==> src/hdl/ccr_pkg.sv <==
// constants, offsets and helpers for the cache controller register bank
// Functional notes
// - read-write port writes only with its select high and steer low
// - write-only port writes only with its select high and steer high
// - read data leaves only on the read-write port, select high
// - register chosen by address bits eleven down to two
// - all registers sit at fixed offsets in a relocatable 4KB window
// - word transfers only; 64-bit access to ordinary registers is unpredictable
// - line data words also accept 64-bit transfers
// - reads of unmapped offsets return zero
// - reset clears all bits unless a register defines another value
// - registers read back what was written unless stated otherwise
// - writes to the identification and geometry words are ignored
// - identification value includes the layout identifier pins
// - no coherency protocol and no snooping
// - control bit zero clear bypasses the cache, set enables it
// - enable change seen by a port only at its next transaction
package ccr_pkg;

  localparam logic [11:0] OFF_IDENT      = 12'h000;
  localparam logic [11:0] OFF_GEOMETRY   = 12'h004;
  localparam logic [11:0] OFF_MAIN_CTRL  = 12'h100;
  localparam logic [11:0] OFF_EXT_CTRL   = 12'h104;
  localparam logic [11:0] OFF_SYNC_OP    = 12'h730;
  localparam logic [11:0] OFF_INV_PHYS   = 12'h770;
  localparam logic [11:0] OFF_INV_WAYS   = 12'h77c;
  localparam logic [11:0] OFF_CLN_PHYS   = 12'h7b0;
  localparam logic [11:0] OFF_CLN_SETWAY = 12'h7b8;
  localparam logic [11:0] OFF_CLN_WAYS   = 12'h7bc;
  localparam logic [11:0] OFF_FLS_PHYS   = 12'h7f0;
  localparam logic [11:0] OFF_FLS_SETWAY = 12'h7f8;
  localparam logic [11:0] OFF_FLS_WAYS   = 12'h7fc;
  localparam logic [11:0] OFF_DATA_LOCK  = 12'h900;
  localparam logic [11:0] OFF_INSTR_LOCK = 12'h904;
  localparam logic [11:0] OFF_TEST_OP    = 12'hf00;
  localparam logic [11:0] OFF_LINE_FIRST = 12'hf10;
  localparam logic [11:0] OFF_LINE_LAST  = 12'hf2c;
  localparam logic [11:0] OFF_LINE_TAG   = 12'hf30;
  localparam logic [11:0] OFF_DBG_CTRL   = 12'hf40;

  localparam logic [31:0] RST_MAIN_CTRL  = 32'h0000_0000;
  localparam logic [31:0] RST_EXT_CTRL   = 32'h0002_0fff;
  localparam logic [31:0] RST_ZERO       = 32'h0000_0000;

  // writable bits: control has only the enable, extended control bits 24..0
  localparam logic [31:0] MASK_MAIN_CTRL = 32'h0000_0001;
  localparam logic [31:0] MASK_EXT_CTRL  = 32'h01ff_ffff;
  localparam int          POS_ENABLE     = 0;

  // identification layout
  localparam int POS_ID_IMPL = 24;
  localparam int POS_ID_PINS = 10;
  localparam int POS_ID_PART = 6;
  localparam int POS_ID_REL  = 0;

  // geometry layout, sizes pulled from extended control
  localparam logic [3:0] GEO_CTYPE     = 4'he;
  localparam int         POS_GEO_CTYPE = 25;
  localparam int         POS_GEO_DWAY  = 20;
  localparam int         POS_GEO_DASC  = 15;
  localparam int         POS_GEO_IWAY  = 8;
  localparam int         POS_GEO_IASC  = 3;
  localparam int         POS_AUX_WAY   = 17;
  localparam int         POS_AUX_ASC   = 13;

  localparam logic [2:0] HSIZE_WORD  = 3'h2;
  localparam logic [2:0] HSIZE_DWORD = 3'h3;
  localparam logic [1:0] HRESP_OKAY  = 2'h0;

  function automatic logic is_line(input logic [11:0] a);
    is_line = (a >= OFF_LINE_FIRST) && (a <= OFF_LINE_LAST);
  endfunction : is_line

  // word transfers everywhere, doublewords only on aligned line data
  function automatic logic size_ok(input logic [11:0] a, input logic [2:0] s);
    size_ok = (s == HSIZE_WORD) || ((s == HSIZE_DWORD) && is_line(a) && !a[2]);
  endfunction : size_ok

  function automatic logic [31:0] geometry(input logic [31:0] aux);
    logic [31:0] g;
    g = 32'h0000_0000;
    g[POS_GEO_CTYPE +: 4] = GEO_CTYPE;
    g[POS_GEO_DWAY  +: 3] = aux[POS_AUX_WAY +: 3];
    g[POS_GEO_DASC  +: 4] = aux[POS_AUX_ASC +: 4];
    g[POS_GEO_IWAY  +: 3] = aux[POS_AUX_WAY +: 3];
    g[POS_GEO_IASC  +: 4] = aux[POS_AUX_ASC +: 4];
    geometry = g;
  endfunction : geometry

endpackage : ccr_pkg

==> src/hdl/ccr_regs.sv <==
// register bank of the level-2 cache controller behind two slave ports
`timescale 1ns/1ps
module ccr_regs
  import ccr_pkg::*;
#(
  parameter logic [7:0] ID_IMPLEMENTOR = 8'h5a, // arbitrary value
  parameter logic [3:0] ID_PART        = 4'h1,
  parameter logic [5:0] ID_RELEASE     = 6'h0f
) (
  input  wire logic        clock,
  input  wire logic        rst_n,
  input  wire logic        rw_port_reg_select,
  input  wire logic [1:0]  rw_htrans,
  input  wire logic        rw_hwrite,
  input  wire logic [2:0]  rw_hsize,
  input  wire logic [11:0] rw_slave_port_address,
  input  wire logic [63:0] rw_hwdata,
  input  wire logic        rw_hready,
  output logic             rw_hreadyout,
  output logic [1:0]       rw_hresp,
  output logic [63:0]      rw_hrdata,
  input  wire logic        wo_port_reg_select,
  input  wire logic [1:0]  wo_htrans,
  input  wire logic        wo_hwrite,
  input  wire logic [2:0]  wo_hsize,
  input  wire logic [11:0] wo_slave_port_address,
  input  wire logic [63:0] wo_hwdata,
  input  wire logic        wo_hready,
  output logic             wo_hreadyout,
  output logic [1:0]       wo_hresp,
  input  wire logic        write_port_steer,
  input  wire logic [5:0]  layout_identifier_pins,
  input  wire logic        rw_txn_start,
  input  wire logic        wo_txn_start,
  output logic             rw_cache_enable_q,
  output logic             wo_cache_enable_q,
  output logic [31:0]      ext_control_q,
  output logic [31:0]      data_way_lock_q,
  output logic [31:0]      instr_way_lock_q,
  output logic             maint_valid_q,
  output logic [11:0]      maint_offset_q,
  output logic [31:0]      maint_data_q
);

  // port capture
  logic        rw_start;
  logic        rw_act_q;
  logic        rw_write_q;
  logic [11:0] rw_addr_q;
  logic        rw_size_q;
  logic        wo_act_q;
  logic        wo_write_q;
  logic [11:0] wo_addr_q;
  logic        wo_size_q;

  ccr_port_capture u_rw_cap (
    .clock   (clock),
    .rst_n   (rst_n),
    .select  (rw_port_reg_select),
    .allow   (1'b1),
    .htrans  (rw_htrans),
    .hwrite  (rw_hwrite),
    .hsize   (rw_hsize),
    .haddr   (rw_slave_port_address),
    .hready  (rw_hready),
    .start   (rw_start),
    .act_q   (rw_act_q),
    .write_q (rw_write_q),
    .addr_q  (rw_addr_q)
  );

  ccr_port_capture u_wo_cap (
    .clock   (clock),
    .rst_n   (rst_n),
    .select  (wo_port_reg_select),
    .allow   (write_port_steer),
    .htrans  (wo_htrans),
    .hwrite  (wo_hwrite),
    .hsize   (wo_hsize),
    .haddr   (wo_slave_port_address),
    .hready  (wo_hready),
    .start   (),
    .act_q   (wo_act_q),
    .write_q (wo_write_q),
    .addr_q  (wo_addr_q)
  );

  // doubleword flag per data phase
  always_ff @(posedge clock or negedge rst_n) begin
    if (!rst_n) begin
      rw_size_q <= 1'b0;
      wo_size_q <= 1'b0;
    end else begin
      if (rw_hready) begin
        rw_size_q <= (rw_hsize == HSIZE_DWORD);
      end
      if (wo_hready) begin
        wo_size_q <= (wo_hsize == HSIZE_DWORD);
      end
    end
  end

  // steer sampled with the address phase so a late change splits no beat
  logic rw_steer_q;
  always_ff @(posedge clock or negedge rst_n) begin
    if (!rst_n) begin
      rw_steer_q <= 1'b0;
    end else if (rw_hready) begin
      rw_steer_q <= write_port_steer;
    end
  end

  // zero wait states, always okay
  assign rw_hreadyout = 1'b1;
  assign wo_hreadyout = 1'b1;
  assign rw_hresp     = HRESP_OKAY;
  assign wo_hresp     = HRESP_OKAY;

  // merged write; steer lets only one port write, read-write port wins a clash
  logic        rw_wr;
  logic        wo_wr;
  logic        wr_en;
  logic [11:0] wr_addr;
  logic [63:0] wr_bus;
  logic        wr_dword;
  logic [31:0] wr_word;

  assign rw_wr    = rw_act_q && rw_write_q && !rw_steer_q;
  assign wo_wr    = wo_act_q && wo_write_q;
  assign wr_en    = rw_wr || wo_wr;
  assign wr_addr  = rw_wr ? rw_addr_q : wo_addr_q;
  assign wr_bus   = rw_wr ? rw_hwdata : wo_hwdata;
  assign wr_dword = rw_wr ? rw_size_q : wo_size_q;
  assign wr_word  = wr_addr[2] ? wr_bus[63:32] : wr_bus[31:0];

  function automatic logic hit(input logic [11:0] off);
    hit = wr_en && (wr_addr == off);
  endfunction : hit

  // layout identifier pins are tied off-chip, so synchronise them
  logic [5:0] pins_meta_q;
  logic [5:0] pins_q;
  always_ff @(posedge clock or negedge rst_n) begin
    if (!rst_n) begin
      pins_meta_q <= 6'h00;
      pins_q      <= 6'h00;
    end else begin
      pins_meta_q <= layout_identifier_pins;
      pins_q      <= pins_meta_q;
    end
  end

  // stored registers
  logic [31:0] main_ctrl_q;
  logic [31:0] inv_ways_q;
  logic [31:0] cln_ways_q;
  logic [31:0] fls_ways_q;
  logic [31:0] line_tag_q;
  logic [31:0] dbg_ctrl_q;

  always_ff @(posedge clock or negedge rst_n) begin
    if (!rst_n) begin
      main_ctrl_q   <= RST_MAIN_CTRL;
      ext_control_q <= RST_EXT_CTRL;
    end else begin
      if (hit(OFF_MAIN_CTRL)) begin
        main_ctrl_q <= wr_word & MASK_MAIN_CTRL;
      end
      if (hit(OFF_EXT_CTRL)) begin
        ext_control_q <= wr_word & MASK_EXT_CTRL;
      end
    end
  end

  always_ff @(posedge clock or negedge rst_n) begin
    if (!rst_n) begin
      inv_ways_q <= RST_ZERO;
      cln_ways_q <= RST_ZERO;
      fls_ways_q <= RST_ZERO;
    end else begin
      if (hit(OFF_INV_WAYS)) begin
        inv_ways_q <= wr_word;
      end
      if (hit(OFF_CLN_WAYS)) begin
        cln_ways_q <= wr_word;
      end
      if (hit(OFF_FLS_WAYS)) begin
        fls_ways_q <= wr_word;
      end
    end
  end

  always_ff @(posedge clock or negedge rst_n) begin
    if (!rst_n) begin
      data_way_lock_q  <= RST_ZERO;
      instr_way_lock_q <= RST_ZERO;
    end else begin
      if (hit(OFF_DATA_LOCK)) begin
        data_way_lock_q <= wr_word;
      end
      if (hit(OFF_INSTR_LOCK)) begin
        instr_way_lock_q <= wr_word;
      end
    end
  end

  always_ff @(posedge clock or negedge rst_n) begin
    if (!rst_n) begin
      line_tag_q <= RST_ZERO;
      dbg_ctrl_q <= RST_ZERO;
    end else begin
      if (hit(OFF_LINE_TAG)) begin
        line_tag_q <= wr_word;
      end
      if (hit(OFF_DBG_CTRL)) begin
        dbg_ctrl_q <= wr_word;
      end
    end
  end

  // maintenance and test writes go out as a one-cycle command
  logic maint_hit;
  assign maint_hit = hit(OFF_SYNC_OP) || hit(OFF_INV_PHYS) || hit(OFF_INV_WAYS)
                   || hit(OFF_CLN_PHYS) || hit(OFF_CLN_SETWAY) || hit(OFF_CLN_WAYS)
                   || hit(OFF_FLS_PHYS) || hit(OFF_FLS_SETWAY) || hit(OFF_FLS_WAYS)
                   || hit(OFF_TEST_OP);

  always_ff @(posedge clock or negedge rst_n) begin
    if (!rst_n) begin
      maint_valid_q  <= 1'b0;
      maint_offset_q <= 12'h000;
      maint_data_q   <= RST_ZERO;
    end else begin
      maint_valid_q <= maint_hit;
      if (maint_hit) begin
        maint_offset_q <= wr_addr;
        maint_data_q   <= wr_word;
      end
    end
  end

  // enable seen per port only when that port opens a transaction
  always_ff @(posedge clock or negedge rst_n) begin
    if (!rst_n) begin
      rw_cache_enable_q <= 1'b0;
      wo_cache_enable_q <= 1'b0;
    end else begin
      if (rw_txn_start) begin
        rw_cache_enable_q <= main_ctrl_q[POS_ENABLE];
      end
      if (wo_txn_start) begin
        wo_cache_enable_q <= main_ctrl_q[POS_ENABLE];
      end
    end
  end

  // line data store, word or doubleword lanes
  logic [1:0]  line_lane;
  logic [1:0]  line_wr_idx;
  logic [1:0]  line_rd_idx;
  logic [63:0] line_rd_q;
  logic [11:0] rw_addr_now;

  assign rw_addr_now = rw_slave_port_address;
  assign line_wr_idx = wr_addr[4:3] - OFF_LINE_FIRST[4:3];
  assign line_rd_idx = rw_addr_now[4:3] - OFF_LINE_FIRST[4:3];
  assign line_lane   = !(wr_en && is_line(wr_addr)) ? 2'h0 :
                       wr_dword ? 2'h3 :
                       wr_addr[2] ? 2'h2 : 2'h1;

  ccr_line_mem #(
    .WORD  (32),
    .DEPTH (4)
  ) u_line_mem (
    .clock     (clock),
    .rst_n     (rst_n),
    .wr_index  (line_wr_idx),
    .wr_lane   (line_lane),
    .wr_data   (wr_bus),
    .rd_index  (line_rd_idx),
    .rd_data_q (line_rd_q)
  );

  // read mux; write-only, sync and test words read as zero
  logic [31:0] ident;
  logic [31:0] rd_word;

  always_comb begin
    ident = 32'h0000_0000;
    ident[POS_ID_IMPL +: 8] = ID_IMPLEMENTOR;
    ident[POS_ID_PINS +: 6] = pins_q;
    ident[POS_ID_PART +: 4] = ID_PART;
    ident[POS_ID_REL  +: 6] = ID_RELEASE;
  end

  always_comb begin
    case ({rw_addr_now[11:2], 2'h0})
      OFF_IDENT:      rd_word = ident;
      OFF_GEOMETRY:   rd_word = geometry(ext_control_q);
      OFF_MAIN_CTRL:  rd_word = main_ctrl_q;
      OFF_EXT_CTRL:   rd_word = ext_control_q;
      OFF_INV_WAYS:   rd_word = inv_ways_q;
      OFF_CLN_WAYS:   rd_word = cln_ways_q;
      OFF_FLS_WAYS:   rd_word = fls_ways_q;
      OFF_DATA_LOCK:  rd_word = data_way_lock_q;
      OFF_INSTR_LOCK: rd_word = instr_way_lock_q;
      OFF_LINE_TAG:   rd_word = line_tag_q;
      OFF_DBG_CTRL:   rd_word = dbg_ctrl_q;
      default:        rd_word = 32'h0000_0000;
    endcase
  end

  // identification and geometry have no write path at all
  // nothing here watches other caches or bus traffic

  logic        rd_take;
  logic [63:0] rd_q;
  logic        rd_line_q;

  assign rd_take = rw_start && !rw_hwrite && size_ok(rw_addr_now, rw_hsize);

  always_ff @(posedge clock or negedge rst_n) begin
    if (!rst_n) begin
      rd_q      <= 64'h0000_0000_0000_0000;
      rd_line_q <= 1'b0;
    end else if (rw_hready) begin
      rd_q      <= rd_take ? {rd_word, rd_word} : 64'h0000_0000_0000_0000;
      rd_line_q <= rd_take && is_line(rw_addr_now);
    end
  end

  // replicated word suits either lane; line data uses its own lanes
  assign rw_hrdata = rd_line_q ? line_rd_q : rd_q;

endmodule : ccr_regs

==> src/hdl/ccr_port_capture.sv <==
// address phase capture for one slave port
`timescale 1ns/1ps
module ccr_port_capture
  import ccr_pkg::*;
(
  input  wire logic        clock,
  input  wire logic        rst_n,
  input  wire logic        select,
  input  wire logic        allow,
  input  wire logic [1:0]  htrans,
  input  wire logic        hwrite,
  input  wire logic [2:0]  hsize,
  input  wire logic [11:0] haddr,
  input  wire logic        hready,
  output logic             start,
  output logic             act_q,
  output logic             write_q,
  output logic [11:0]      addr_q
);

  // nonseq or seq with the previous beat finished
  assign start = select && htrans[1] && hready;

  always_ff @(posedge clock or negedge rst_n) begin
    if (!rst_n) begin
      act_q   <= 1'b0;
      write_q <= 1'b0;
      addr_q  <= 12'h000;
    end else if (hready) begin
      act_q   <= start && allow && size_ok(haddr, hsize);
      write_q <= hwrite;
      addr_q  <= {haddr[11:2], 2'h0};
    end
  end

endmodule : ccr_port_capture

==> src/hdl/ccr_line_mem.sv <==
// debug line data store, registered read
`timescale 1ns/1ps
module ccr_line_mem #(
  parameter int WORD  = 32,
  parameter int DEPTH = 4
) (
  input  wire logic                     clock,
  input  wire logic                     rst_n,
  input  wire logic [$clog2(DEPTH)-1:0] wr_index,
  input  wire logic [1:0]               wr_lane,
  input  wire logic [2*WORD-1:0]        wr_data,
  input  wire logic [$clog2(DEPTH)-1:0] rd_index,
  output logic      [2*WORD-1:0]        rd_data_q
);

  logic [2*WORD-1:0] mem_q [DEPTH];

  always_ff @(posedge clock or negedge rst_n) begin
    if (!rst_n) begin
      for (int i = 0; i < DEPTH; i++) begin
        mem_q[i] <= '0;
      end
    end else begin
      if (wr_lane[0]) begin
        mem_q[wr_index][WORD-1:0] <= wr_data[WORD-1:0];
      end
      if (wr_lane[1]) begin
        mem_q[wr_index][2*WORD-1:WORD] <= wr_data[2*WORD-1:WORD];
      end
    end
  end

  always_ff @(posedge clock or negedge rst_n) begin
    if (!rst_n) begin
      rd_data_q <= '0;
    end else begin
      rd_data_q <= mem_q[rd_index];
    end
  end

endmodule : ccr_line_mem

==> config.mk <==
export PLATFORM = sky130hd
export DESIGN_NAME = ccr_regs
export DESIGN_NICKNAME = d
export VERILOG_FILES = /design/src/hdl/ccr_pkg.sv /design/src/hdl/ccr_regs.sv /design/src/hdl/ccr_port_capture.sv /design/src/hdl/ccr_line_mem.sv
export SDC_FILE = /design/constraint.sdc
export NUM_CORES = 1
export LEC_CHECK = 0
export ABC_AREA = 1
export ABC_CLOCK_PERIOD_IN_PS = 2610
export BUFFER_PORTS_ARGS = -buffer_cell sky130_fd_sc_hd__buf_2
export CORE_MARGIN = 5
export CORE_UTILIZATION = 40
export DETAILED_ROUTE_END_ITERATION = 8
export SYNTH_ARGS = -nofsm -noshare
export SYNTH_HDL_FRONTEND = slang
export SYNTH_SLANG_ARGS = --single-unit
==> constraint.sdc <==
create_clock -name clock -period 2.61 [get_ports clock]
set_input_delay 0.522 -clock clock [delete_from_list [all_inputs] [get_ports clock]]
set_output_delay 0.522 -clock clock [all_outputs]
set_load 0.05 [all_outputs]
==> results of run 1 <==
## kinds of logic after synthesis
kind of cell / count (synthesis) / synth area share (%)
other: 2 / 0.0234
XOR/XNOR: 1 / 0.0273
flip-flops: 687 / 53.6
buffers and inverters: 429 / 6.45
AO/OA/AOI/OAI: 546 / 8.94
AND/OR/NAND/NOR: 2342 / 30.9
## stage by stage
stage	hold WS, ns	cell area [um^2]	power, mW	cells
floorplan	0.226	32100	12.0	4020
global placement	0.337	36300	13.2	5337
detailed placement	0.339	36300	13.2	5337
CTS	0.0165	38900	23.6	5480
global route	0.00789	38900	24.3	5488
finish	0.0345	38900	23.5	5488
## report_power, final
| part | switching (mW) | total, mW | internal, mW | leakage (nW) |
|---|---|---|---|---|
| Sequential | 0.0701 | 10.9 | 10.8 | 6.51 |
| Clock | 4.38 | 10.5 | 6.08 | 1.19 |
| Combinational | 1.67 | 2.21 | 0.536 | 11.6 |
| Total | 6.12 | 23.5 | 17.4 | 19.3 |
## state kept, by name, indices dropped and copies added, names as in the netlist, 32 cells and up
name and count:
rd_q 32, instr_way_lock_q 32, cln_ways_q 32, u_line_mem.rd_data_q 64
fls_ways_q 32, u_line_mem.mem_q 256, line_tag_q 32, maint_data_q 32
data_way_lock_q 32, dbg_ctrl_q 32, inv_ways_q 32
## layer usage
metal	vias to the layer above	global-route usage, %	wire length [um]
met2	1258	41.0	52600
met4	2	9.95	4880
li1	13900	-	-
met3	217	7.85	11700
met1	14300	37.0	50000
met5	-	0	13
## path summary, 6_finish.rpt
kind,slack [ns],from,depth (start not counted),end
max,0.04,rd_line_q,5,rw_hrdata[46]
min,0.03,layout_identifier_pins[3],1,pins_meta_q[3]
max reg2reg,0.14,u_rw_cap.write_q,11,data_way_lock_q[24]
min reg2reg,0.35,pins_meta_q[1],0,pins_q[1]
max in group asynchronous,1.17,rst_n,4,u_line_mem.mem_q[35]
min in group asynchronous,0.41,rst_n,2,inv_ways_q[29]
## cell type report
cell class | count | area (um^2) | area share, %
Multi-Input combinational cell | 2905 | 13000 | 33.3
Clock inverter | 19 | 134 | 0.344
Inverter | 139 | 526 | 1.35
Sequential cell | 687 | 17200 | 44.2
Timing Repair Buffer | 573 | 4520 | 11.6
Antenna cell | 1 | 2.50 | 0.00642
Tap cell | 1050 | 1310 | 3.37
Clock buffer | 114 | 2270 | 5.82
## worst max-delay path, cell delays in order, from the launching register on
cell and delay (ns):
dfrtp_2 0.42, inv_1 0.08, buf_8 0.22, nand2_1 0.25, nand2_1 0.27, buf_12 0.17
## placed cells by master (no fill, tap or decap), types with 30 or more instances in the layout
cell / netlist / layout
a31oi_1: 31 / 30
buf_12: 0 / 81
buf_2: 67 / 342
buf_4: 21 / 138
clkbuf_16: 0 / 77
dfrtp_1: 674 / 671
inv_1: 128 / 125
nand2_1: 1645 / 1635
nand3_1: 116 / 113
nand4_1: 273 / 273
nor2_1: 261 / 256
o21ai_0: 341 / 341
o21ai_1: 80 / 80
o22ai_1: 66 / 66
## repair_timing
item	in CTS	in global routing
gates cloned	1	1
hold buffers	5	0
hold endpoints to repair	33	0
setup buffers	4	6
gates resized for setup	5	12
setup endpoints to repair	26	236
pin swaps	1	0
==> results.txt, run 1 <==
Routed vias: 29.6k
Vias in the first global route: 27.9k
Global-route wire length before repair: 179000 um
Top-area cell type share of the netlist area: 52.6%
Clk root buf: clkbuf_16
Startpoint Class: register
Routed Antenna Nets: 0
Crit. End Element: primary output
PnR worst setup slack: 0.0389 ns
CTS Buf Count: 75
Worst-margin pin slew: 0.926 ns
Critical path class: register to primary output
Width of the die: 293 um
Endpoints failing hold: 0
Post-synth EDFFs: 0
Total GRT Usage: 27.0%
Maximum VDD drop: 0.000405 V
H-tree levels: 3
Nets@finish: 4560
Number of setup violations in the final report: 0
Die Span Y: 293 um
Area of the die: 86000 um^2
Area leader, netlist: dfrtp_1
Post-DP HPWL: 80300 um
Top area cells in the synthesized netlist: dfrtp_1 (53%), nand2_1 (19%), nand4_1 (5.3%)
Worst path arrival time: 2.05 ns
Min cycle time layout: 2.57 ns
Cells after synthesis: 4007
DR iter-0 viols: 2965
Slew margin rel.: 38.3%
Final Slew Violations: 0
Final core utilization: 49.1%
Clk buf depth: 3
Wire per inst: 21.7 um
Synth Register Bits: 687
Setup TNS: 0 ns
TritonCTS clock tree: built
Ys async rst share: 100%
Worst Hold Class: primary input to register
Worst Skew: 0.0226 ns
Core box area: 79300 um^2
GP Congestion: 0.874
Tcrit/Tclk final: 98.5%
Max Cap Viol: 0
Routed WL: 119000 um
Status: finished, final reports clean
Clock Pin Slew Worst Setup and Hold Paths: 0.06 ns
Crit Path Max Fanout: 32
Clk_lat worst skew: 0.61 ns
Count leader, synth: nand2_1
Worst slack at placement: -0.0115 ns
Antenna violations before repair: 2
Largest net degree at the start of global routing: 130
Synthesis warning total: 0
Fmax: 0.389 GHz
Share of cells above drive strength 1: 17.2%
I/O pin total: 392
CTS sink cnt: 687
Fillers: 7735
Syn avg cell area: 8.00 um^2
# rows: 103
Residual DRC: 0
Drt pass-1 iters: 8
Initial Utilization: 40.5%
Drt via density: 5.39
Unique masters post-synth: 39
Seq/Total Area, Yosys: 53.6%
Leak: 19.3 nW
Area Growth Syn to Fin: 21.4%
Port bufs: 372
Synth top cells by count: nand2_1 (1645), dfrtp_1 (674), o21ai_0 (341)
Synthesized cell area: 32100 um^2
Ys flop type: dfrtp_1
Total congestion overflow: 0
Pwr dens: 604 nW/um^2
Worst endpoint required time: 2.09 ns
Power figures use the tool's default switching activity.
==> inputs of run 2 (changes only) <==
--- a/config.mk
+++ b/config.mk
@@ -5,7 +5,7 @@
 export SDC_FILE = /design/constraint.sdc
 export NUM_CORES = 1
 export LEC_CHECK = 0
-export ABC_AREA = 1
+export ABC_AREA = 0
 export ABC_CLOCK_PERIOD_IN_PS = 2610
 export BUFFER_PORTS_ARGS = -buffer_cell sky130_fd_sc_hd__buf_2
 export CORE_MARGIN = 5
==> results.txt, run 2 <==
Worst Skew: 0.0276 ns (was 0.0226 ns)
Total congestion overflow: 0 (unchanged)
Die Span Y: 291 um (was 293 um)
Core box area: 78700 um^2 (was 79300 um^2)
Min cycle time layout: 2.72 ns (was 2.57 ns)
Share of cells above drive strength 1: 40.8% (was 17.2%)
Top-area cell type share of the netlist area: 53.3% (was 52.6%)
Top area cells in the synthesized netlist: dfrtp_1 (53%), mux2_2 (16%), nand2_1 (6.4%) (was dfrtp_1 (53%), nand2_1 (19%), nand4_1 (5.3%))
Design Area, Final: 39700 um^2 (was 38900 um^2)
GP Congestion: 0.943 (was 0.874)
Largest regs: u_line_mem.mem_q x256, u_line_mem.rd_data_q x64 (unchanged)
CTS sink cnt: 687 (unchanged)
H-tree levels: 3 (unchanged)
Placed inst area: 36400 um^2 (was 36300 um^2)
Tcrit/Tclk final: 104% (was 98.5%)
TritonCTS clock tree: built (unchanged)
Total GRT Usage: 25.4% (was 27.0%)
Final core utilization: 50.4% (was 49.1%)
RSZ-0062 raised after global routing: yes
Leak: 19.6 nW (was 19.3 nW)
Worst path arrival time: 3.20 ns (was 2.05 ns)
Post-synth EDFFs: 0 (unchanged)
Status: finished, violations left (was finished, final reports clean)
Initial Utilization: 40.2% (was 40.5%)
Worst slack at placement: -0.594 ns (was -0.0115 ns)
Register area: 17200 um^2 (unchanged)
Max Cap Viol: 0 (unchanged)
PnR worst setup slack: -0.113 ns (was 0.0389 ns)
Maximum VDD drop: 0.000406 V (was 0.000405 V)
Critical path class: register to register (was register to primary output)
Ys async rst share: 100% (unchanged)
DR iter-0 viols: 1905 (was 2965)
Clk_lat worst skew: 0.62 ns (was 0.61 ns)
Max reg flops: 256 (unchanged)
Crit Path Max Fanout: 8 (was 32)
Cells after synthesis: 2674 (was 4007)
Area Growth Syn to Fin: 25.4% (was 21.4%)
Commonest non-fill, non-tap cell in the layout: dfrtp_1 (was nand2_1)
Synthesized cell area: 31600 um^2 (was 32100 um^2)
Final Slew Violations: 0 (unchanged)
Most frequent cells in the layout: dfrtp_1 (671), nand2_1 (535), mux2_2 (418) (was nand2_1 (1635), dfrtp_1 (671), buf_2 (342))
Post-DP HPWL: 79000 um (was 80300 um)
Drt via density: 5.61 (was 5.39)
Antenna violations before repair: 4 (was 2)
Routed Antenna Nets: 0 (unchanged)
I/O pin total: 392 (unchanged)
Failing checks: negative setup slack
Routed vias: 24.0k (was 29.6k)
Nets@finish: 3338 (was 4560)
Startpoint Class: register (unchanged)
Largest net degree at the start of global routing: 122 (was 130)
Fillers: 6757 (was 7735)
Pwr dens: 594 nW/um^2 (was 604 nW/um^2)
Area leader, netlist: dfrtp_1 (unchanged)
Port bufs: 372 (unchanged)
Vias in the first global route: 24.7k (was 27.9k)
Endpoints failing hold: 0 (unchanged)
Global-route wire length before repair: 164000 um (was 179000 um)
Slew margin rel.: 21.1% (was 38.3%)
Width of the die: 291 um (was 293 um)
Clk buf depth: 3 (unchanged)
Wire per inst: 26.2 um (was 21.7 um)
Synthesis warning total: 0 (unchanged)
Synth top cells by count: dfrtp_1 (674), nand2_1 (537), mux2_2 (450) (was nand2_1 (1645), dfrtp_1 (674), o21ai_0 (341))
Worst Hold Class: primary input to register (unchanged)
Drt pass-1 iters: 8 (unchanged)
Syn avg cell area: 11.8 um^2 (was 8.00 um^2)
Clk root buf: clkbuf_16 (unchanged)
Clock Pin Slew Worst Setup and Hold Paths: 0.06 ns (about the same)
Seq/Total Area, Yosys: 54.4% (was 53.6%)
Routed WL: 112000 um (was 119000 um)
Synth Register Bits: 687 (unchanged)
Number of setup violations in the final report: 116 (was 0)
Crit. End Element: register (was primary output)
Ys flop type: dfrtp_1 (unchanged)
# rows: 103 (unchanged)
Worst-margin pin slew: 1.18 ns (was 0.926 ns)
Area of the die: 84800 um^2 (was 86000 um^2)
Multi-input gate area: 13900 um^2 (was 13000 um^2)
Residual DRC: 0 (unchanged)
Count leader, synth: dfrtp_1 (was nand2_1)
Worst endpoint required time: 3.09 ns (was 2.09 ns)
Unique masters post-synth: 70 (was 39)
CTS Buf Count: 74 (was 75)
Reg with most FFs: u_line_mem.mem_q (unchanged)
Fmax: 0.367 GHz (was 0.389 GHz)
-- run 2: cell types whose count changed after synthesis, sizes merged, moves of 30 or more --
cell | previous run | this run
nand2 | 1654 | 537
nand4 | 281 | 23
clkbuf | 146 | 114
mux2 | 0 | 502
mux4 | 0 | 64
inv | 135 | 43
nand3 | 119 | 27
mux2i | 0 | 61
nor2 | 268 | 23
a31oi | 31 | 1
o21ai | 423 | 178
buf | 144 | 83
o21a | 0 | 35
-- run 2: metrics by stage --
stage | total power [mW] | instances | hold WS [ns] | setup TNS, ns
after floorplan | 11.9 | 2687 | 0.226 | -0.0492
after global placement | 13.0 | 4105 | 0.335 | -34.27
after detailed placement | 13.0 | 4105 | 0.336 | -30.27
after CTS | 23.7 | 4258 | 0.0154 | -4.93
after global routing | 24.3 | 4267 | 0.0316 | -15.05
final | 23.6 | 4269 | 0.0400 | -5.46
-- run 2: routing by layer --
| metal | share of wire [%] | GRT usage [%] | vias up |
|---|---|---|---|
| li1 | - | - | 10500 |
| met5 | 0.0063 | 0 | - |
| met3 | 6.4 | 4.42 | 182 |
| met4 | 3.3 | 8.31 | 2 |
| met2 | 47 | 40.4 | 861 |
| met1 | 44 | 35.6 | 12400 |
-- run 2: kinds of logic after synthesis --
| family | count (synthesis) | share of synthesized area (%) |
|---|---|---|
| mux | 627 | 24.4 |
| compound gates | 392 | 8.01 |
| simple gates | 724 | 10.0 |
| xor+xnor | 2 | 0.0554 |
| buf+inv | 240 | 3.18 |
| other cells | 2 | 0.0237 |
| flops | 687 | 54.4 |
-- run 2: layout make-up --
class | instances | area share (%)
Multi-Input combinational cell | 1760 | 35.1
Clock inverter | 24 | 0.732
Antenna cell | 5 | 0.0315
Inverter | 43 | 0.407
Sequential cell | 687 | 43.4
Tap cell | 1050 | 3.31
Timing Repair Buffer | 593 | 11.6
Clock buffer | 107 | 5.44
-- run 2: critical path: stages, from the launching register on --
cell and delay (ns):
dfrtp_1 0.41, and3b_2 0.24, or4_4 0.56, buf_6 0.14
a211oi_2 0.17, buf_4 0.16, nor3b_4 0.22, buf_6 0.18
buf_12 0.19, mux2_4 0.31
-- run 2: repair_timing --
item                                   4_1_cts  5_1_grt
hold buffers                                 6        0
buffers inserted                             9        2
setup endpoints to repair                  133      372
pin swaps                                    6        6
cloned                                       8        4
gates resized for setup                     97       15
endpoints found under the hold margin       21        0
-- run 2: final timing paths --
path	from	to	slack, ns	depth (start not counted)
worst max-delay path	u_rw_cap.write_q	u_line_mem.mem_q[65]	-0.11	9
worst min-delay path	layout_identifier_pins[3]	pins_meta_q[3]	0.04	1
worst max register to register	u_rw_cap.write_q	u_line_mem.mem_q[65]	-0.11	9
worst min register to register	pins_meta_q[4]	pins_q[4]	0.35	0
max in group asynchronous	rst_n	u_line_mem.mem_q[108]	1.28	3
min in group asynchronous	rst_n	u_line_mem.mem_q[251]	0.38	2
-- run 2: power breakdown --
part	leakage, nW	internal (mW)	switching [mW]	total, mW
logic	9.70	0.707	1.37	2.08
clock network	1.20	6.26	4.40	10.7
registers	8.71	10.8	0.0789	10.8
